--- config.mk ---
export PLATFORM = sky130hd
export DESIGN_NAME = psv_exit
export DESIGN_NICKNAME = d
export VERILOG_FILES = /design/src/psv_pkg.sv /design/src/psv_exit.sv /design/src/psv_route.sv /design/src/psv_vecsync.sv
export SDC_FILE = /design/constraint.sdc
export NUM_CORES = 1
export LEC_CHECK = 0
export BUFFER_PORTS_ARGS = -buffer_cell sky130_fd_sc_hd__clkbuf_2
export CORE_UTILIZATION = 63
export CTS_CLUSTER_SIZE = 24
export DETAILED_ROUTE_END_ITERATION = 10
export PLACE_DENSITY = 0.9
export SLEW_MARGIN = 40
export SYNTH_ARGS = -nofsm -noshare
export SYNTH_HDL_FRONTEND = slang
export SYNTH_SLANG_ARGS = --single-unit
export TNS_END_PERCENT = 30
--- constraint.sdc ---
create_clock -name pclk -period 3.35 [get_ports pclk]
set_clock_uncertainty 0.05 [all_clocks]
set_input_delay 0.5025 -clock pclk [delete_from_list [all_inputs] [get_ports pclk]]
set_output_delay 0.5025 -clock pclk [all_outputs]
set_load 0.01 [all_outputs]
--- src/psv_pkg.sv ---
// package: register map, field layout and codes for the priority shadow exit block
package psv_pkg;
  // apb register byte offsets (one aligned word each)
  localparam logic [11:0] OFF_CTRL = 12'h000;
  localparam logic [11:0] OFF_THRESH = 12'h004;
  localparam logic [11:0] OFF_PAGE_LO = 12'h008;
  localparam logic [11:0] OFF_PAGE_HI = 12'h00C;
  localparam logic [11:0] OFF_INTC_BASE_LO = 12'h010;
  localparam logic [11:0] OFF_INTC_BASE_HI = 12'h014;
  localparam logic [11:0] OFF_PRIO = 12'h018;
  localparam logic [11:0] OFF_EXIT_REASON = 12'h01C;
  localparam logic [11:0] OFF_EXIT_INFO = 12'h020;
  localparam logic [11:0] OFF_STATUS = 12'h024;
  localparam logic [11:0] OFF_SHADOW_BYTE = 12'h080;
  // control register bit positions
  localparam int CTRL_SHADOW_EN = 0;
  localparam int CTRL_READ_EXIT = 1;
  localparam int CTRL_WRITE_EXIT = 2;
  localparam int CTRL_EXTINT_EXIT = 3;
  localparam int CTRL_ACK_ON_EXIT = 4;
  localparam int CTRL_IF_SET = 5;
  localparam int CTRL_W = 6;
  // reset values
  localparam logic [CTRL_W-1:0] CTRL_RST = 6'h00;
  localparam logic [3:0] THRESH_RST = 4'h0;
  localparam logic [7:0] SHADOW_RST = 8'h00;
  localparam logic [3:0] PRIO_RST = 4'h0;
  // page geometry: 4 kbyte aligned page
  localparam int PAGE_ALIGN_BITS = 12;
  localparam int ADDR_W = 64;
  // shadow nibble sits in bits 7:4 of the byte at 80h
  localparam int SHADOW_LSB = 4;
  // exit reason codes
  localparam logic [15:0] REASON_NONE = 16'h0000;
  localparam logic [15:0] REASON_EXTINT = 16'h0001;
  localparam logic [15:0] REASON_PRIO_ACCESS = 16'h001C;
  localparam logic [15:0] REASON_THRESHOLD = 16'h002B;
  // lowest vector open to external interrupts
  localparam logic [7:0] VEC_MIN_EXT = 8'h20;
  // interruption info valid bit
  localparam int INFO_VALID = 31;
  typedef enum logic [1:0] {
    ACC_NONE,
    ACC_SHADOW,
    ACC_PHYS,
    ACC_EXIT
  } psv_route_t;
  typedef enum {
    ST_GUEST,
    ST_ACK,
    ST_HOST
  } psv_state_t;
endpackage : psv_pkg

--- src/psv_exit.sv ---
// priority shadow and external interrupt vm exit logic with apb registers
`timescale 1ns/10ps
`default_nettype none
module psv_exit (
  input wire logic pclk,
  input wire logic presetn,
  input wire logic ce,
  input wire logic psel,
  input wire logic penable,
  input wire logic pwrite,
  input wire logic [11:0] paddr,
  input wire logic [31:0] pwdata,
  output logic [31:0] prdata,
  output logic pready,
  output logic pslverr,
  input wire logic acc_valid,
  input wire logic acc_write,
  input wire logic [3:0] acc_wdata,
  output logic acc_done,
  output logic [3:0] acc_rdata,
  input wire logic ext_int,
  output logic int_ack,
  input wire logic ack_valid,
  input wire logic [7:0] ack_vector,
  output logic vm_exit,
  output logic interrupt_enable_flag,
  output logic [3:0] task_priority
);
  import psv_pkg::*;

  // architectural state
  logic [CTRL_W-1:0] ctrl;
  logic [3:0] thresh;
  logic [ADDR_W-1:PAGE_ALIGN_BITS] page_ptr;
  logic [ADDR_W-1:PAGE_ALIGN_BITS] intc_base;
  logic [7:0] shadow_byte;
  logic [15:0] exit_reason;
  logic [31:0] exit_info;
  logic bad_vector;
  psv_state_t state;
  // next values of the state
  logic [CTRL_W-1:0] next_ctrl;
  logic [3:0] next_thresh;
  logic [ADDR_W-1:PAGE_ALIGN_BITS] next_page_ptr;
  logic [ADDR_W-1:PAGE_ALIGN_BITS] next_intc_base;
  logic [7:0] next_shadow_byte;
  logic [15:0] next_exit_reason;
  logic [31:0] next_exit_info;
  logic next_bad_vector;
  psv_state_t next_state;
  // next values of the registered outputs
  logic [31:0] next_prdata;
  logic next_pready;
  logic next_pslverr;
  logic next_acc_done;
  logic [3:0] next_acc_rdata;
  logic next_int_ack;
  logic next_vm_exit;
  logic next_if;
  logic [3:0] next_task_priority;
  // synchronised pins, routing and bus strobes
  logic ext_sync;
  logic ack_v_sync;
  logic [7:0] ack_vec_q;
  logic [7:0] ack_vec_qq;
  psv_route_t route;
  logic bus_wr;
  logic bus_rd;

  // register decode, used for read and write
  function automatic logic mapped(input logic [11:0] a);
    case (a)
      OFF_CTRL, OFF_THRESH, OFF_PAGE_LO, OFF_PAGE_HI, OFF_INTC_BASE_LO,
      OFF_INTC_BASE_HI, OFF_PRIO, OFF_EXIT_REASON, OFF_EXIT_INFO,
      OFF_STATUS, OFF_SHADOW_BYTE: mapped = 1'b1;
      default: mapped = 1'b0;
    endcase
  endfunction : mapped

  // router for guest priority-register moves
  psv_route u_route (
    .shadow_enable(ctrl[CTRL_SHADOW_EN]),
    .priority_read_exiting(ctrl[CTRL_READ_EXIT]),
    .priority_write_exiting(ctrl[CTRL_WRITE_EXIT]),
    .is_write(acc_write),
    .valid(acc_valid && (state == ST_GUEST)),
    .route(route)
  );

  psv_vecsync u_ext (
    .pclk(pclk),
    .presetn(presetn),
    .ce(ce),
    .din(ext_int),
    .dout(ext_sync)
  );

  psv_vecsync u_ackv (
    .pclk(pclk),
    .presetn(presetn),
    .ce(ce),
    .din(ack_valid),
    .dout(ack_v_sync)
  );

  // vector bus sampled twice alongside its valid
  always_ff @(posedge pclk or negedge presetn) begin
    if (!presetn) begin
      ack_vec_q <= 8'h00;
      ack_vec_qq <= 8'h00;
    end else if (ce) begin
      ack_vec_q <= ack_vector;
      ack_vec_qq <= ack_vec_q;
    end
  end

  // apb strobes, once per transfer
  assign bus_wr = psel && penable && pwrite && !pready;
  assign bus_rd = psel && penable && !pwrite && !pready;

  // next-state for bus, guest accesses and exits
  always_comb begin
    next_ctrl = ctrl;
    next_thresh = thresh;
    next_page_ptr = page_ptr;
    next_intc_base = intc_base;
    next_shadow_byte = shadow_byte;
    next_exit_reason = exit_reason;
    next_exit_info = exit_info;
    next_bad_vector = bad_vector;
    next_state = state;
    next_prdata = prdata;
    next_pready = 1'b0;
    next_pslverr = 1'b0;
    next_acc_done = 1'b0;
    next_acc_rdata = acc_rdata;
    next_int_ack = 1'b0;
    next_vm_exit = 1'b0;
    next_if = interrupt_enable_flag;
    next_task_priority = task_priority;
    // apb slave: one wait state, answer in access cycle 2
    if (psel && penable && !pready) begin
      next_pready = 1'b1;
      next_pslverr = !mapped(paddr);
      next_prdata = 32'h0000_0000;
      if (bus_wr) begin
        case (paddr)
          OFF_CTRL: begin
            next_ctrl = pwdata[CTRL_W-1:0];
            if (pwdata[CTRL_IF_SET]) next_if = 1'b1;
          end
          OFF_THRESH: next_thresh = pwdata[3:0];
          OFF_PAGE_LO: next_page_ptr[31:PAGE_ALIGN_BITS] = pwdata[31:PAGE_ALIGN_BITS];
          OFF_PAGE_HI: next_page_ptr[63:32] = pwdata;
          OFF_INTC_BASE_LO: next_intc_base[31:PAGE_ALIGN_BITS] = pwdata[31:PAGE_ALIGN_BITS];
          OFF_INTC_BASE_HI: next_intc_base[63:32] = pwdata;
          OFF_PRIO: next_task_priority = pwdata[3:0];
          OFF_SHADOW_BYTE: next_shadow_byte = pwdata[7:0];
          OFF_STATUS: begin
            if (pwdata[0]) next_state = ST_GUEST;
            if (pwdata[1]) next_bad_vector = 1'b0;
          end
          default: ;
        endcase
      end else if (bus_rd) begin
        case (paddr)
          OFF_CTRL: next_prdata = {26'h000_0000, ctrl};
          OFF_THRESH: next_prdata = {28'h000_0000, thresh};
          OFF_PAGE_LO: next_prdata = {page_ptr[31:PAGE_ALIGN_BITS], 12'h000};
          OFF_PAGE_HI: next_prdata = page_ptr[63:32];
          OFF_INTC_BASE_LO: next_prdata = {intc_base[31:PAGE_ALIGN_BITS], 12'h000};
          OFF_INTC_BASE_HI: next_prdata = intc_base[63:32];
          OFF_PRIO: next_prdata = {28'h000_0000, task_priority};
          OFF_EXIT_REASON: next_prdata = {16'h0000, exit_reason};
          OFF_EXIT_INFO: next_prdata = exit_info;
          OFF_STATUS: next_prdata = {29'h0000_0000, bad_vector, interrupt_enable_flag,
            state == ST_HOST};
          OFF_SHADOW_BYTE: next_prdata = {24'h00_0000, shadow_byte};
          default: next_prdata = 32'h0000_0000;
        endcase
      end
    end
    // guest priority-register accesses
    case (route)
      ACC_SHADOW: begin
        next_acc_done = 1'b1;
        if (acc_write) begin
          next_shadow_byte[7:SHADOW_LSB] = acc_wdata;
          if (acc_wdata < thresh) begin
            next_vm_exit = 1'b1;
            next_exit_reason = REASON_THRESHOLD;
            next_if = 1'b0;
            next_state = ST_HOST;
          end
        end else begin
          next_acc_rdata = shadow_byte[7:SHADOW_LSB];
        end
      end
      ACC_PHYS: begin
        next_acc_done = 1'b1;
        if (acc_write) next_task_priority = acc_wdata;
        else next_acc_rdata = task_priority;
      end
      ACC_EXIT: begin
        next_acc_done = 1'b1;
        next_vm_exit = 1'b1;
        next_exit_reason = REASON_PRIO_ACCESS;
        next_if = 1'b0;
        next_state = ST_HOST;
      end
      default: ;
    endcase
    // external interrupt exit, lower priority than a guest access
    case (state)
      ST_GUEST: begin
        if (route == ACC_NONE && ext_sync && ctrl[CTRL_EXTINT_EXIT]) begin
          next_exit_reason = REASON_EXTINT;
          next_exit_info = 32'h0000_0000;
          if (ctrl[CTRL_ACK_ON_EXIT]) begin
            next_int_ack = 1'b1;
            next_state = ST_ACK;
          end else begin
            next_vm_exit = 1'b1;
            next_if = 1'b0;
            next_state = ST_HOST;
          end
        end
      end
      ST_ACK: begin
        next_int_ack = !ack_v_sync;
        if (ack_v_sync) begin
          next_exit_info = {1'b1, 23'h00_0000, ack_vec_qq};
          next_bad_vector = ack_vec_qq < VEC_MIN_EXT;
          next_vm_exit = 1'b1;
          next_if = 1'b0;
          next_state = ST_HOST;
        end
      end
      ST_HOST: ;
      default: next_state = ST_GUEST;
    endcase
  end

  // registers, frozen while ce is low
  always_ff @(posedge pclk or negedge presetn) begin
    if (!presetn) begin
      ctrl <= CTRL_RST;
      thresh <= THRESH_RST;
      page_ptr <= '0;
      intc_base <= '0;
      shadow_byte <= SHADOW_RST;
      exit_reason <= REASON_NONE;
      exit_info <= 32'h0000_0000;
      bad_vector <= 1'b0;
      state <= ST_GUEST;
      prdata <= 32'h0000_0000;
      pready <= 1'b0;
      pslverr <= 1'b0;
      acc_done <= 1'b0;
      acc_rdata <= 4'h0;
      int_ack <= 1'b0;
      vm_exit <= 1'b0;
      interrupt_enable_flag <= 1'b0;
      task_priority <= PRIO_RST;
    end else if (ce) begin
      ctrl <= next_ctrl;
      thresh <= next_thresh;
      page_ptr <= next_page_ptr;
      intc_base <= next_intc_base;
      shadow_byte <= next_shadow_byte;
      exit_reason <= next_exit_reason;
      exit_info <= next_exit_info;
      bad_vector <= next_bad_vector;
      state <= next_state;
      prdata <= next_prdata;
      pready <= next_pready;
      pslverr <= next_pslverr;
      acc_done <= next_acc_done;
      acc_rdata <= next_acc_rdata;
      int_ack <= next_int_ack;
      vm_exit <= next_vm_exit;
      interrupt_enable_flag <= next_if;
      task_priority <= next_task_priority;
    end
  end
endmodule : psv_exit
`default_nettype wire

--- src/psv_route.sv ---
// decoder choosing how a guest priority-register access is routed
`timescale 1ns/10ps
`default_nettype none
module psv_route (
  input wire logic shadow_enable,
  input wire logic priority_read_exiting,
  input wire logic priority_write_exiting,
  input wire logic is_write,
  input wire logic valid,
  output psv_pkg::psv_route_t route
);
  import psv_pkg::*;
  // exiting controls override shadowing
  always_comb begin
    if (!valid) begin
      route = ACC_NONE;
    end else if (is_write && priority_write_exiting) begin
      route = ACC_EXIT;
    end else if (!is_write && priority_read_exiting) begin
      route = ACC_EXIT;
    end else if (shadow_enable) begin
      route = ACC_SHADOW;
    end else begin
      route = ACC_PHYS;
    end
  end
endmodule : psv_route
`default_nettype wire

--- src/psv_vecsync.sv ---
// two-flop synchroniser for the external interrupt and acknowledge valid pins
`timescale 1ns/10ps
`default_nettype none
module psv_vecsync (
  input wire logic pclk,
  input wire logic presetn,
  input wire logic ce,
  input wire logic din,
  output logic dout
);
  import psv_pkg::*;
  logic meta;
  logic next_meta;
  logic next_dout;
  // sample chain
  always_comb begin
    next_meta = ce ? din : meta;
    next_dout = ce ? meta : dout;
  end
  // registers
  always_ff @(posedge pclk or negedge presetn) begin
    if (!presetn) begin
      meta <= 1'b0;
      dout <= 1'b0;
    end else begin
      meta <= next_meta;
      dout <= next_dout;
    end
  end
endmodule : psv_vecsync
`default_nettype wire

==> impl_metrics.csv <==
group,metric,value,unit
routing,route.detailed.drc,0,
cells_and_area,area.growth.synth_to_final,16.2,%
power_and_ir_drop,p_switching,1.39,mW
yosys,ys_seq_area_frac,0.567,
setup_path,crit_type,"register to register",
timing,hold_slack,0.162,ns
power_and_ir_drop,p_seq_frac,0.496,
placement,gp_congestion,0.989,
job,cap_violations,0,
power_and_ir_drop,cellLeakagePower,6.16,nW
timing,setup_tns,0,ns
yosys,ys_warn_count,0,
routing,via_per_inst,6.44,
yosys,synth_edf_count,0,
die,rows,47,
routing,top_layer,"met4",
clocking,clockBufferDepth,3,
routing,met2_length,13.0,mm
placement,numPortBuffers,111,
clocking,cts_made_buffers,24,
global_routing,grt_max_degree,100,
setup_path,critical_path_required,3.75,ns
setup_path,path_max_fanout,9,
routing,met1Wirelength,11.3,mm
global_routing,gr-total-overflow,0,
outcome,run_status,"finished clean",
global_routing,grt.total_usage,0.320,
yosys,avgSynthCellArea,12.5,um^2
timing,timing.slew.headroom,0.442,
timing,finalCritPeriodShare,0.849,
cells_and_area,final_cell_mix,"dfrtp_1 (246), mux2_2 (112), clkbuf_2 (110)",
setup_path,cp-start-kind,"register",
power_and_ir_drop,ir_drop,0.000563,V
clocking,htree_levels,1,
clocking,cts.root.buffer_cell,"clkbuf_16",
timing,maxSlewViolCount,0,
cells_and_area,finalNetCount,1066,
cells_and_area,drive_gt1_frac,0.308,
die,die_area,0.0178,mm^2
yosys,async_reset_ff_frac,1.00,
routing,ant_nets,0,
global_routing,antenna_found_initial,0,
setup_path,cp_top_family,"simple AND/OR/NAND/NOR gates",
timing,setup_viol,0,
global_routing,grt_pass1_wl,44.0,mm
cells_and_area,diodes,0,
yosys,ys_ff_latch,246,
clocking,cts_tree,"yes",
clocking,clkTransAtPathRegs,0.06,ns
timing,rsz0062_at_grt,"no",
die,ioPinCount,112,
setup_path,endpoint_kind,"register",
yosys,synth_nets,940,
clocking,worstSkewPairLatency,0.52,ns
clocking,clock_sinks,246,
die,die_h,133,um
die,die_w,133,um
power_and_ir_drop,p_sw_frac,0.222,
yosys,ys.flop_type,"dfrtp_1",
setup_path,path_cells,"nor4_1 -> nand4_1 -> or2_0 -> nor4_2 -> a22o_1",
timing,period_needed,2.84,ns
global_routing,grt_pass1_vias,8118,
power_and_ir_drop,internal_power,4.87,mW
clocking,cts-resized-gates,0,
worst_hold_path,hp-class,"input pin to register",
routing,wl_per_cell,22.3,um
setup_path,crit_slowest_cell,"nor4_2",
timing,worst_slew_pin_slew,0.830,ns
power_and_ir_drop,share_comb_of_total_power,0.060,
setup_path,worst_path_largest_cell_delay,0.77,ns
yosys,syn-instance-count,871,
setup_path,path_buf_inv,0,
power_and_ir_drop,clkPwrFrac,0.444,
power_and_ir_drop,power.density,497,mW/mm^2
yosys,yosysUniqueCellTypes,67,
routing,drt_wl_total,27.4,mm
routing,wl_met3,1.83,mm
die,core-area,0.0167,mm^2
cells_and_area,final_common_cell,"dfrtp_1",
timing,finalHoldViolCount,0,
setup_path,crit_arrival,3.25,ns
die,start_util,0.650,
routing,first_pass_iters,5,
placement,dp_hpwl,18.8,mm
routing,vias,7929,
routing,initialDrtViolationCount,600,
timing,clock.fmax,352,MHz
yosys,netlist_area,0.0109,mm^2
final timing paths:
path | depth (start not counted) | startpoint | end | slack (ns)
setup / recovery | 5 | state[24] | exit_info[3] | 0.51
hold / removal | 2 | ack_vector[0] | ack_vec_q[0] | 0.16
setup reg to reg | 5 | state[24] | exit_info[3] | 0.51
hold reg to reg | 2 | prdata[15] | prdata[15] | 0.43
max in group asynchronous | 3 | presetn | page_ptr[34] | 1.88
min in group asynchronous | 2 | presetn | state[31] | 0.54
through the flow:
stage | power [mW] | worst slack (ns) | utilization | area [um^2] | instances
after CTS | 6.29 | 0.477 | 0.756 | 12600 | 1232
after global routing | 6.45 | 0.304 | 0.756 | 12600 | 1232
after global placement | 3.52 | 0.531 | 0.707 | 11800 | 1190
after detailed placement | 3.54 | 0.487 | 0.707 | 11800 | 1190
after floorplan | 3.31 | 0.874 | - | 10900 | 871
final | 6.27 | 0.507 | 0.756 | 12600 | 1232
power by group through the flow:
stage / Clock [mW] / Combinational (mW) / Sequential (mW)
5_1_grt: 2.92 / 0.415 / 3.11
3_3_place_gp: 0 / 0.367 / 3.16
6_report: 2.78 / 0.377 / 3.11
2_1_floorplan: 0 / 0.164 / 3.14
3_5_place_dp: 0 / 0.374 / 3.16
4_1_cts: 2.80 / 0.378 / 3.11
cell families (layout without fill, tap and decap cells):
family | count (synthesis) | in the layout | synth area share
buffers and inverters | 65 | 206 | 0.0272
AND/OR/NAND/NOR | 232 | 232 | 0.128
multiplexers | 157 | 157 | 0.161
AO/OA/AOI/OAI | 168 | 168 | 0.113
adder cells (fa/ha/maj) | 3 | 3 | 0.00346
flip-flops | 246 | 246 | 0.567
repair_timing:
action / CTS / global route
endpoints found under the hold margin: 37 / 0
hold buffers: 1 / 0
setup buffers: 0 / 0
registers in the layout (all words and copies together) (netlist names), 4 cells and up:
name / cells
acc_rdata: 4
ctrl: 6
task_priority: 4
ack_vec_qq: 8
thresh: 4
intc_base: 52
state: 32
exit_reason: 16
shadow_byte: 8
prdata: 32
ack_vec_q: 8
page_ptr: 52
exit_info: 9
synth_stat cells, types with 6 or more instances:
library cell,number,area (um^2)
clkbuf_1,23,86.3
a31oi_1,7,43.8
mux2i_1,14,140
nor3_1,14,70.1
buf_2,14,70.1
buf_1,6,22.5
nand2_1,53,199
o21ai_1,14,70.1
inv_1,16,60.1
nand3_1,16,80.1
and2_1,42,263
nand4b_1,7,61.3
nor2_1,15,56.3
a22o_1,24,210
a222oi_1,11,110
o21ai_0,35,175
o211ai_1,7,52.6
dfrtp_1,246,6160
mux2_2,112,1260
nor2b_1,11,68.8
or3_1,7,43.8
nor4_1,14,87.6
a21oi_1,12,60.1
a221oi_1,15,131
mux2_1,31,349
nand4_1,7,43.8
a21o_1,6,45.0
layout make-up:
class | instances | area, um^2
clock inverter | 7 | 113
clock buffer | 34 | 699
inverter | 16 | 60.1
timing repair buffer | 149 | 891
sequential | 246 | 6160
fill | 1093 | 4080
multi-input combinational | 560 | 4430
tap | 220 | 275
routing by layer:
layer / vias to the layer above / track usage
li1: 3511 / -
met1: 3968 / 0.432
met2: 352 / 0.507
met3: 98 / 0.0533
met4: 0 / 0.157
met5: - / 0
No activity file was read; power rests on OpenSTA's default activity.
